`src/tsc_pkg.sv`:
```
// Purpose: shared constants for the touch sense counter status block
// Assumes: AXI4-Lite register bus, 32-bit data, one word per register
// Notes:   register indices are word indices; byte address is four times the index

package tsc_pkg;

    // ****************************************************************
    // register indices and byte addresses
    // ****************************************************************
    localparam logic [9:0]  IDX_COUNT_LOW    = 10'h0a4;  // low count byte, read only
    localparam logic [9:0]  IDX_COUNT_HIGH   = 10'h0a5;  // high count byte, read only
    localparam logic [9:0]  IDX_STATUS_MASK  = 10'h0a6;  // sticky flags and masks
    localparam logic [9:0]  IDX_TIMER        = 10'h0a7;  // seven-bit timer count value
    localparam logic [9:0]  IDX_CONTROL      = 10'h0b0;  // enable, stop select, polarity

    localparam int          ADDR_W           = 12;       // byte address bits decoded

    // ****************************************************************
    // status and mask field positions
    // ****************************************************************
    localparam int          BIT_INPUT_STAT   = 7;        // input_event_status
    localparam int          BIT_CLOW_STAT    = 6;        // carry_low_status
    localparam int          BIT_CHIGH_STAT   = 5;        // carry_high_status
    localparam int          BIT_MDONE_STAT   = 4;        // measure_done_status
    localparam int          STAT_LSB         = 4;        // flags occupy 7:4
    localparam int          MASK_LSB         = 0;        // masks occupy 3:0

    // ****************************************************************
    // control register field positions
    // ****************************************************************
    localparam int          BIT_CTL_ENABLE   = 0;        // counter enable
    localparam int          BIT_CTL_STOP_SEL = 1;        // 1: stop on input edge
    localparam int          BIT_CTL_FLIP     = 3;        // input_polarity_flip
    localparam int          BIT_CTL_RUNNING  = 7;        // read only: counter running

    // ****************************************************************
    // reset values
    // ****************************************************************
    localparam logic [7:0]  RST_COUNT        = 8'h00;
    localparam logic [3:0]  RST_FLAGS        = 4'h0;
    localparam logic [3:0]  RST_MASKS        = 4'h0;
    localparam logic [6:0]  RST_TIMER        = 7'h00;
    localparam logic [7:0]  RST_CONTROL      = 8'h00;

    // ****************************************************************
    // bus response codes
    // ****************************************************************
    localparam logic [1:0]  RESP_OKAY        = 2'h0;
    localparam logic [1:0]  RESP_SLVERR      = 2'h2;

endpackage

```
`src/tsc_edge_detect.sv`:
```
// Purpose: synchronise the selected sense input, optionally flip it, find rising edges
// Assumes: sense input is asynchronous to mclk
// Notes:   edge pulse lags the pin by two clock edges

`timescale 1ns/100ps

module tsc_edge_detect
    import tsc_pkg::*;
(
    // clock and reset
    input  wire logic mclk,
    input  wire logic rst,
    // sense side
    input  wire logic sense_in,
    input  wire logic flip,
    // event out
    output logic      rise_pulse
);

    // ****************************************************************
    // two-stage synchroniser
    // ****************************************************************
    logic meta_q;    // first stage, read only by sync_q
    logic sync_q;    // second stage, safe to use
    logic prev_q;    // last polarity-corrected level

    // first stage feeds only the second stage
    always_ff @(posedge mclk or posedge rst)
    begin
        if (rst)
        begin
            meta_q <= 1'b0;
            sync_q <= 1'b0;
        end
        else
        begin
            meta_q <= sense_in;
            sync_q <= meta_q;
        end
    end

    // polarity is applied after the synchroniser so a flip never glitches stage one
    logic level;
    assign level = sync_q ^ flip;

    // remember last level; a polarity change may itself look like an edge
    always_ff @(posedge mclk or posedge rst)
    begin
        if (rst)
        begin
            prev_q <= 1'b0;
        end
        else
        begin
            prev_q <= level;
        end
    end

    // rising edge of the corrected level
    assign rise_pulse = level & ~prev_q;

endmodule // tsc_edge_detect

```
`src/tsc_touch_sense_counter_status.sv`:
```
// Purpose: count readout, sticky event status with masks, timer value register
// Assumes: count_step is a one-cycle pulse from mclk-domain clock selection logic
// Notes:   registers reached over AXI4-Lite; one write and one read at a time
//
// What this block does
// - low count byte reads counter bits 7:0
// - high count byte reads high counter, read only
// - counter halts on configured stop event
// - disabled counter clears both count bytes
// - input rising edge sets status bit 7
// - low byte carry sets status bit 6
// - high byte carry sets status bit 5
// - measurement completion sets status bit 4
// - flags stick until zero written; reset zero
// - mask bits 3:0 gate events to interrupt
// - writing one keeps status flags unchanged
// - timer register holds seven-bit value, reset zero
// - config bit optionally inverts selected input
//
// Chosen here: the AXI4-Lite slave port.

`timescale 1ns/100ps

module tsc_touch_sense_counter_status
    import tsc_pkg::*;
(
    // clock and reset
    input  wire logic              mclk,
    input  wire logic              rst,
    // axi4-lite write address
    input  wire logic              s_axi_awvalid,
    output logic                   s_axi_awready,
    input  wire logic [ADDR_W-1:0] s_axi_awaddr,
    // axi4-lite write data
    input  wire logic              s_axi_wvalid,
    output logic                   s_axi_wready,
    input  wire logic [31:0]       s_axi_wdata,
    input  wire logic [3:0]        s_axi_wstrb,
    // axi4-lite write response
    output logic                   s_axi_bvalid,
    input  wire logic              s_axi_bready,
    output logic [1:0]             s_axi_bresp,
    // axi4-lite read address
    input  wire logic              s_axi_arvalid,
    output logic                   s_axi_arready,
    input  wire logic [ADDR_W-1:0] s_axi_araddr,
    // axi4-lite read data
    output logic                   s_axi_rvalid,
    input  wire logic              s_axi_rready,
    output logic [31:0]            s_axi_rdata,
    output logic [1:0]             s_axi_rresp,
    // sensing side
    input  wire logic              sense_in,
    input  wire logic              count_step,
    // block interrupt and timer value
    output logic                   irq,
    output logic [6:0]             timer_value
);

    // ****************************************************************
    // decode helpers
    // ****************************************************************

    // byte address of a register index
    function automatic logic [ADDR_W-1:0] reg_addr(input logic [9:0] idx);
        reg_addr = {idx, 2'b00};
    endfunction

    // known register at this byte address
    function automatic logic addr_mapped(input logic [ADDR_W-1:0] a);
        addr_mapped = (a == reg_addr(IDX_COUNT_LOW))   || (a == reg_addr(IDX_COUNT_HIGH)) ||
                      (a == reg_addr(IDX_STATUS_MASK)) || (a == reg_addr(IDX_TIMER))      ||
                      (a == reg_addr(IDX_CONTROL));
    endfunction

    // ****************************************************************
    // state
    // ****************************************************************
    logic [7:0]        count_low_q;     // low byte counter
    logic [7:0]        count_high_q;    // high byte counter
    logic [3:0]        flags_q;         // status 7:4 held at 3:0
    logic [3:0]        masks_q;         // interrupt masks
    logic [6:0]        timer_q;         // timer count value
    logic [7:0]        control_q;       // enable, stop select, flip
    logic              run_q;           // counter is counting
    logic              armed_q;         // run started since last enable

    // bus capture
    logic              aw_held_q;       // write address waiting
    logic [ADDR_W-1:0] aw_addr_q;
    logic              w_held_q;        // write data waiting
    logic [31:0]       w_data_q;
    logic [3:0]        w_strb_q;
    logic              bvalid_q;
    logic [1:0]        bresp_q;
    logic              rvalid_q;
    logic [31:0]       rdata_q;
    logic [1:0]        rresp_q;

    // ****************************************************************
    // event sources
    // ****************************************************************
    logic enable;        // counter enable
    logic stop_on_edge;  // measurement mode
    logic edge_ev;       // rising edge of selected input
    logic step_ok;       // counter advances this cycle
    logic low_carry;     // low byte wraps
    logic high_carry;    // high byte wraps
    logic measure_done;  // edge ends a measurement
    logic stop_ev;       // configured stop event

    assign enable       = control_q[BIT_CTL_ENABLE];
    assign stop_on_edge = control_q[BIT_CTL_STOP_SEL];

    // synchroniser, polarity flip and edge finder
    tsc_edge_detect tsc_edge_detect_i
    (
        .mclk       (mclk),
        .rst        (rst),
        .sense_in   (sense_in),
        .flip       (control_q[BIT_CTL_FLIP]),
        .rise_pulse (edge_ev)
    );

    assign step_ok      = run_q & count_step;
    assign low_carry    = step_ok & (count_low_q == 8'hff);
    assign high_carry   = low_carry & (count_high_q == 8'hff);
    assign measure_done = run_q & stop_on_edge & edge_ev;
    assign stop_ev      = measure_done | (~stop_on_edge & high_carry);

    // ****************************************************************
    // write path
    // ****************************************************************
    logic do_write;   // both halves present, response slot free
    logic lane0;      // low byte lane written

    assign s_axi_awready = ~aw_held_q & ~bvalid_q;
    assign s_axi_wready  = ~w_held_q & ~bvalid_q;
    assign do_write      = aw_held_q & w_held_q & ~bvalid_q;
    assign lane0         = w_strb_q[0];

    // capture address and data in either order
    always_ff @(posedge mclk or posedge rst)
    begin
        if (rst)
        begin
            aw_held_q <= 1'b0;
            aw_addr_q <= '0;
            w_held_q  <= 1'b0;
            w_data_q  <= 32'h0000_0000;
            w_strb_q  <= 4'h0;
        end
        else
        begin
            if (s_axi_awvalid && s_axi_awready)
            begin
                aw_held_q <= 1'b1;
                aw_addr_q <= s_axi_awaddr;
            end
            else if (do_write)
            begin
                aw_held_q <= 1'b0;
            end
            if (s_axi_wvalid && s_axi_wready)
            begin
                w_held_q <= 1'b1;
                w_data_q <= s_axi_wdata;
                w_strb_q <= s_axi_wstrb;
            end
            else if (do_write)
            begin
                w_held_q <= 1'b0;
            end
        end
    end

    // write response, held until bready
    always_ff @(posedge mclk or posedge rst)
    begin
        if (rst)
        begin
            bvalid_q <= 1'b0;
            bresp_q  <= RESP_OKAY;
        end
        else if (do_write)
        begin
            bvalid_q <= 1'b1;
            bresp_q  <= addr_mapped(aw_addr_q) ? RESP_OKAY : RESP_SLVERR;
        end
        else if (s_axi_bready)
        begin
            bvalid_q <= 1'b0;
        end
    end

    assign s_axi_bvalid = bvalid_q;
    assign s_axi_bresp  = bresp_q;

    // write strobes per register; count bytes have none, writes there are dropped
    logic wr_status;
    logic wr_timer;
    logic wr_control;

    assign wr_status  = do_write & lane0 & (aw_addr_q == reg_addr(IDX_STATUS_MASK));
    assign wr_timer   = do_write & lane0 & (aw_addr_q == reg_addr(IDX_TIMER));
    assign wr_control = do_write & lane0 & (aw_addr_q == reg_addr(IDX_CONTROL));

    // ****************************************************************
    // configuration registers
    // ****************************************************************

    // control; mask writes while enabled are software's to avoid
    always_ff @(posedge mclk or posedge rst)
    begin
        if (rst)
        begin
            control_q <= RST_CONTROL;
        end
        else if (wr_control)
        begin
            control_q <= w_data_q[7:0] & 8'h0b;  // only enable, stop select, flip
        end
    end

    // masks, written with the flags in one byte
    always_ff @(posedge mclk or posedge rst)
    begin
        if (rst)
        begin
            masks_q <= RST_MASKS;
        end
        else if (wr_status)
        begin
            masks_q <= w_data_q[MASK_LSB+3:MASK_LSB];
        end
    end

    // timer count value, seven bits
    always_ff @(posedge mclk or posedge rst)
    begin
        if (rst)
        begin
            timer_q <= RST_TIMER;
        end
        else if (wr_timer)
        begin
            timer_q <= w_data_q[6:0];
        end
    end

    assign timer_value = timer_q;

    // ****************************************************************
    // counter
    // ****************************************************************

    // run control: starts on enable, halts for good on the stop event
    always_ff @(posedge mclk or posedge rst)
    begin
        if (rst)
        begin
            run_q   <= 1'b0;
            armed_q <= 1'b0;
        end
        else if (!enable)
        begin
            run_q   <= 1'b0;
            armed_q <= 1'b0;
        end
        else if (!armed_q)
        begin
            run_q   <= 1'b1;
            armed_q <= 1'b1;
        end
        else if (stop_ev)
        begin
            run_q <= 1'b0;
        end
    end

    // count bytes; frozen once stopped so reads are stable
    always_ff @(posedge mclk or posedge rst)
    begin
        if (rst)
        begin
            count_low_q  <= RST_COUNT;
            count_high_q <= RST_COUNT;
        end
        else if (!enable)
        begin
            count_low_q  <= RST_COUNT;
            count_high_q <= RST_COUNT;
        end
        else if (step_ok)
        begin
            count_low_q <= count_low_q + 8'h01;
            if (low_carry)
            begin
                count_high_q <= count_high_q + 8'h01;
            end
        end
    end

    // ****************************************************************
    // sticky status flags
    // ****************************************************************
    logic [3:0] set_vec;   // events this cycle, bit 3 is input status
    logic [3:0] keep_vec;  // written ones keep, zeros clear

    assign set_vec  = {edge_ev, low_carry, high_carry, measure_done};
    assign keep_vec = wr_status ? w_data_q[STAT_LSB+3:STAT_LSB] : 4'hf;

    // a new event in the clearing cycle wins over the clear
    always_ff @(posedge mclk or posedge rst)
    begin
        if (rst)
        begin
            flags_q <= RST_FLAGS;
        end
        else
        begin
            flags_q <= (flags_q & keep_vec) | set_vec;
        end
    end

    // ****************************************************************
    // interrupt
    // ****************************************************************
    assign irq = |(flags_q & masks_q);

    // ****************************************************************
    // read path
    // ****************************************************************
    logic [7:0] rd_byte;  // selected register value

    // values sampled live; stability while counting is software's concern
    always_comb
    begin
        rd_byte = 8'h00;
        case (s_axi_araddr)
            reg_addr(IDX_COUNT_LOW):   rd_byte = count_low_q;
            reg_addr(IDX_COUNT_HIGH):  rd_byte = count_high_q;
            reg_addr(IDX_STATUS_MASK): rd_byte = {flags_q, masks_q};
            reg_addr(IDX_TIMER):       rd_byte = {1'b0, timer_q};
            reg_addr(IDX_CONTROL):     rd_byte = {run_q, control_q[6:0]};
            default:                   rd_byte = 8'h00;
        endcase
    end

    assign s_axi_arready = ~rvalid_q;

    // read answer one cycle after the address is taken
    always_ff @(posedge mclk or posedge rst)
    begin
        if (rst)
        begin
            rvalid_q <= 1'b0;
            rdata_q  <= 32'h0000_0000;
            rresp_q  <= RESP_OKAY;
        end
        else if (s_axi_arvalid && s_axi_arready)
        begin
            rvalid_q <= 1'b1;
            rdata_q  <= {24'h00_0000, rd_byte};
            rresp_q  <= addr_mapped(s_axi_araddr) ? RESP_OKAY : RESP_SLVERR;
        end
        else if (s_axi_rready)
        begin
            rvalid_q <= 1'b0;
        end
    end

    assign s_axi_rvalid = rvalid_q;
    assign s_axi_rdata  = rdata_q;
    assign s_axi_rresp  = rresp_q;

endmodule // tsc_touch_sense_counter_status

```
`config.mk`:
```
export PLATFORM = sky130hd
export DESIGN_NAME = tsc_touch_sense_counter_status
export DESIGN_NICKNAME = d
export VERILOG_FILES = /design/src/tsc_pkg.sv /design/src/tsc_edge_detect.sv /design/src/tsc_touch_sense_counter_status.sv
export SDC_FILE = /design/constraint.sdc
export NUM_CORES = 1
export LEC_CHECK = 0
export BUFFER_PORTS_ARGS = -buffer_cell sky130_fd_sc_hd__buf_2
export CAP_MARGIN = 20
export CORE_MARGIN = 1.5
export CORE_UTILIZATION = 44
export CTS_BUF_LIST = sky130_fd_sc_hd__clkbuf_4 sky130_fd_sc_hd__clkbuf_8 sky130_fd_sc_hd__clkbuf_16
export DETAILED_ROUTE_END_ITERATION = 8
export GPL_TIMING_DRIVEN = 1
export PLACE_DENSITY = 0.76
export SYNTH_ARGS = -nofsm -noshare
export SYNTH_HDL_FRONTEND = slang
export SYNTH_HIERARCHICAL = 1
export SYNTH_SLANG_ARGS = --single-unit
```
`constraint.sdc`:
```
create_clock -name mclk -period 3.35 [get_ports mclk]
set_input_delay 0.1675 -clock mclk [delete_from_list [all_inputs] [get_ports mclk]]
set_output_delay 0.1675 -clock mclk [all_outputs]
set_load 0.01 [all_outputs]
```
==> impl_metrics.py <==
metrics = {
    "status": {
        "outcome": "complete, no violations",
    },
    "yosys": {
        "synth_cell_type_count": 44,
        "syn_area_per_cell_um2": 11.8,
        "yosysWarnings": 6,
        "synth-async-reset-ratio": 1.00,
        "synth_edf_count": 0,
        "yosysTopAreaCell": "dfrtp_1",
        "synth-seq-cells": 74,
        "synth-main-ff-cell": "dfrtp_1",
        "seq_area_frac_synth": 0.522,
        "netlist_top_cells_area": "dfrtp_1 52%, mux2_2 9.2%, buf_4 5.5%, mux4_2 4.4%, xor2_1 2.7%",
        "yosysMostFrequentCell": "dfrtp_1",
        "ys_top_cells_by_count": "74 x dfrtp_1, 29 x mux2_2, 26 x buf_4, 22 x nand2_1",
        "yosys.area.top_type_share": 0.522,
        "synthCells": 301,
        "synth_area_mm2": 0.00355,
    },
    "global_routing": {
        "gr-total-overflow": 0,
        "grt_pass1_vias": 2459,
        "grt_use_total": 0.182,
        "antenna_found_initial": 0,
        "grt_pass1_wl_um": 11900,
        "grt_max_degree": 46,
    },
    "worst_setup_path": {
        "start_kind": "flop",
        "r2r_setup_slack_ns": 1.29,
        "crit_required_ns": 3.58,
        "worstSetupPathType": "reg2reg",
        "worstSetupEndpointType": "flop",
        "critPathArrivalTime_ns": 2.29,
        "cp_max_fo": 8,
    },
    "clocking": {
        "path_clk_slew_ns": 0.07,
        "cts_inserted_buffers": 9,
        "clock_latency_ns": 0.35,
        "cts_tree": "built",
        "cts-htree-levels": 3,
        "cts_resized": 0,
        "cts_root_buf": "clkbuf_8",
        "clkSinkCount": 74,
        "cts_buffer_depth": 2,
    },
    "route": {
        "routed_wl_um": 7180,
        "drcViolationCount": 0,
        "vias": 2507,
        "firstDrtPassIters": 4,
        "vias_per_cell": 5.26,
        "first_iter_violations": 159,
        "final_antenna_net_count": 0,
        "wl_per_cell_um": 15.1,
    },
    "sta": {
        "rsz0062_at_grt": "no",
        "finalCritPeriodShare": 0.616,
        "period_needed_ns": 2.06,
        "hold_viol_final": 0,
        "setup_violations": 0,
        "clock_skew_ns": 0.00841,
        "drv_slew": 0,
        "max_slew_margin": 0.382,
        "fmax_mhz": 484,
        "worstMarginPinSlew_ns": 0.914,
        "setup_tns_ns": 0,
    },
    "power": {
        "power.density_mw_per_mm2": 566,
        "sequentialPowerShare": 0.499,
        "finalPower_mw": 2.33,
        "leakagePower_nw": 1.95,
        "p_switching_mw": 0.628,
        "power_frac_clock": 0.325,
        "combPwrFrac": 0.176,
        "p_sw_frac": 0.270,
        "vdd_drop_max_mv": 0.400,
        "p_int_mw": 1.70,
    },
    "floorplan": {
        "core_mm2": 0.00777,
        "die_h_um": 92.8,
        "row_count": 32,
        "io_pins": 118,
        "start_util": 0.457,
        "die_w_um": 92.8,
        "dieArea_mm2": 0.00862,
    },
    "run": {
        "maxCapViolations": 0,
    },
    "hold_path": {
        "hp-class": "in2reg",
    },
    "cells_and_area": {
        "synthToLayoutAreaGrowth_pct": 15.8,
        "final_util": 0.529,
        "drive_gt1_frac": 0.339,
        "num_antenna_cells": 0,
        "finish.net_count": 441,
    },
    "placement": {
        "dp.final_hpwl_um": 5310,
        "place.gp.congestion": 0.841,
        "portBuffers": 64,
    },
}
-- power by group through the flow --
stage               clock network [mW]  logic [mW]  registers (mW)
floorplan                            0       0.345            1.14
finish                           0.756       0.410            1.16
CTS                              0.767       0.417            1.16
global route                     0.808       0.457            1.19
detailed placement                   0       0.411            1.18
global placement                     0       0.395            1.17
-- flip-flops by register name, indices dropped and copies added, names as in the netlist, 3 cells and up --
signal / cells
timer_value: 7
w_data_q: 8
count_high_q: 8
aw_addr_q: 12
count_low_q: 8
s_axi_rdata: 8
masks_q: 4
control_q: 3
flags_q: 4
-- routing by layer --
layer,part of all wire,wire (µm),GRT usage,up-vias
met5,0,0,0,-
met1,0.42,3040,0.236,1209
met2,0.47,3350,0.283,123
met4,0.013,95,0.0543,0
met3,0.097,700,0.0690,10
li1,-,-,-,1165
-- cells by family after synthesis --
group	synth area share
multiplexers	0.159
adder cells (fa/ha/maj)	0.00705
AO/OA/AOI/OAI	0.0670
AND/OR/NAND/NOR	0.137
buffers and inverters	0.0797
flip-flops	0.522
XOR/XNOR	0.0271
other	0.00106
-- what timing repair did --
action / CTS / global route
buffers inserted: 0 / 0
endpoints found under the hold margin: 32 / 0
hold buffers: 4 / 0
-- worst max-delay path, stage by stage (launching register included) --
cell and delay, ns:
dfrtp_1 0.39, or4_4 0.55, nor2_4 0.17, and4b_1 0.49, mux2_4 0.34
-- layout make-up --
cell class	count	area [µm²]
sequential	74	1850
fill	693	3660
inverter	10	37.5
clock inverter	6	80.1
multi-input combinational	206	1510
clock buffer	10	138
tap	102	128
timing repair buffer	69	368
-- per-stage QoR --
stage | setup slack (ns) | std cells | hold slack [ns] | instance area [µm²]
global placement | 1.34 | 457 | 0.0490 | 3850
detailed placement | 1.29 | 457 | 0.0550 | 3850
global route | 1.19 | 477 | 0.0275 | 4110
finish | 1.29 | 477 | 0.0311 | 4110
floorplan | 1.39 | 326 | -0.0789 | 3640
CTS | 1.27 | 477 | 0.0194 | 4110
-- worst paths after layout --
| kind | startpoint | to | depth (start not counted) |
|---|---|---|---|
| min in group asynchronous | rst | tsc_edge_detect_i/meta_q | 3 |
| worst min register to register | tsc_edge_detect_i/meta_q | tsc_edge_detect_i/sync_q | 0 |
| worst max register to register | aw_addr_q[10] | masks_q[3] | 4 |
| worst min-delay path | s_axi_wdata[6] | w_data_q[6] | 3 |
| worst max-delay path | aw_addr_q[10] | masks_q[3] | 4 |
| max in group asynchronous | rst | w_strb_q[0] | 4 |
-- cell usage in the layout, fill, tap and decap left out, types with 7 or more instances in the layout --
master / synthesis / final
nand4_1: 12 / 12
buf_2: 4 / 64
clkbuf_8: 0 / 10
conb_1: 1 / 26
nor2_1: 16 / 16
xor2_1: 11 / 11
mux4_2: 7 / 7
o21ai_0: 16 / 16
dfrtp_1: 74 / 74
inv_1: 9 / 8
mux2_2: 29 / 29
a21oi_1: 7 / 7
nand2_1: 22 / 22
(Power assumes the default switching activity.)
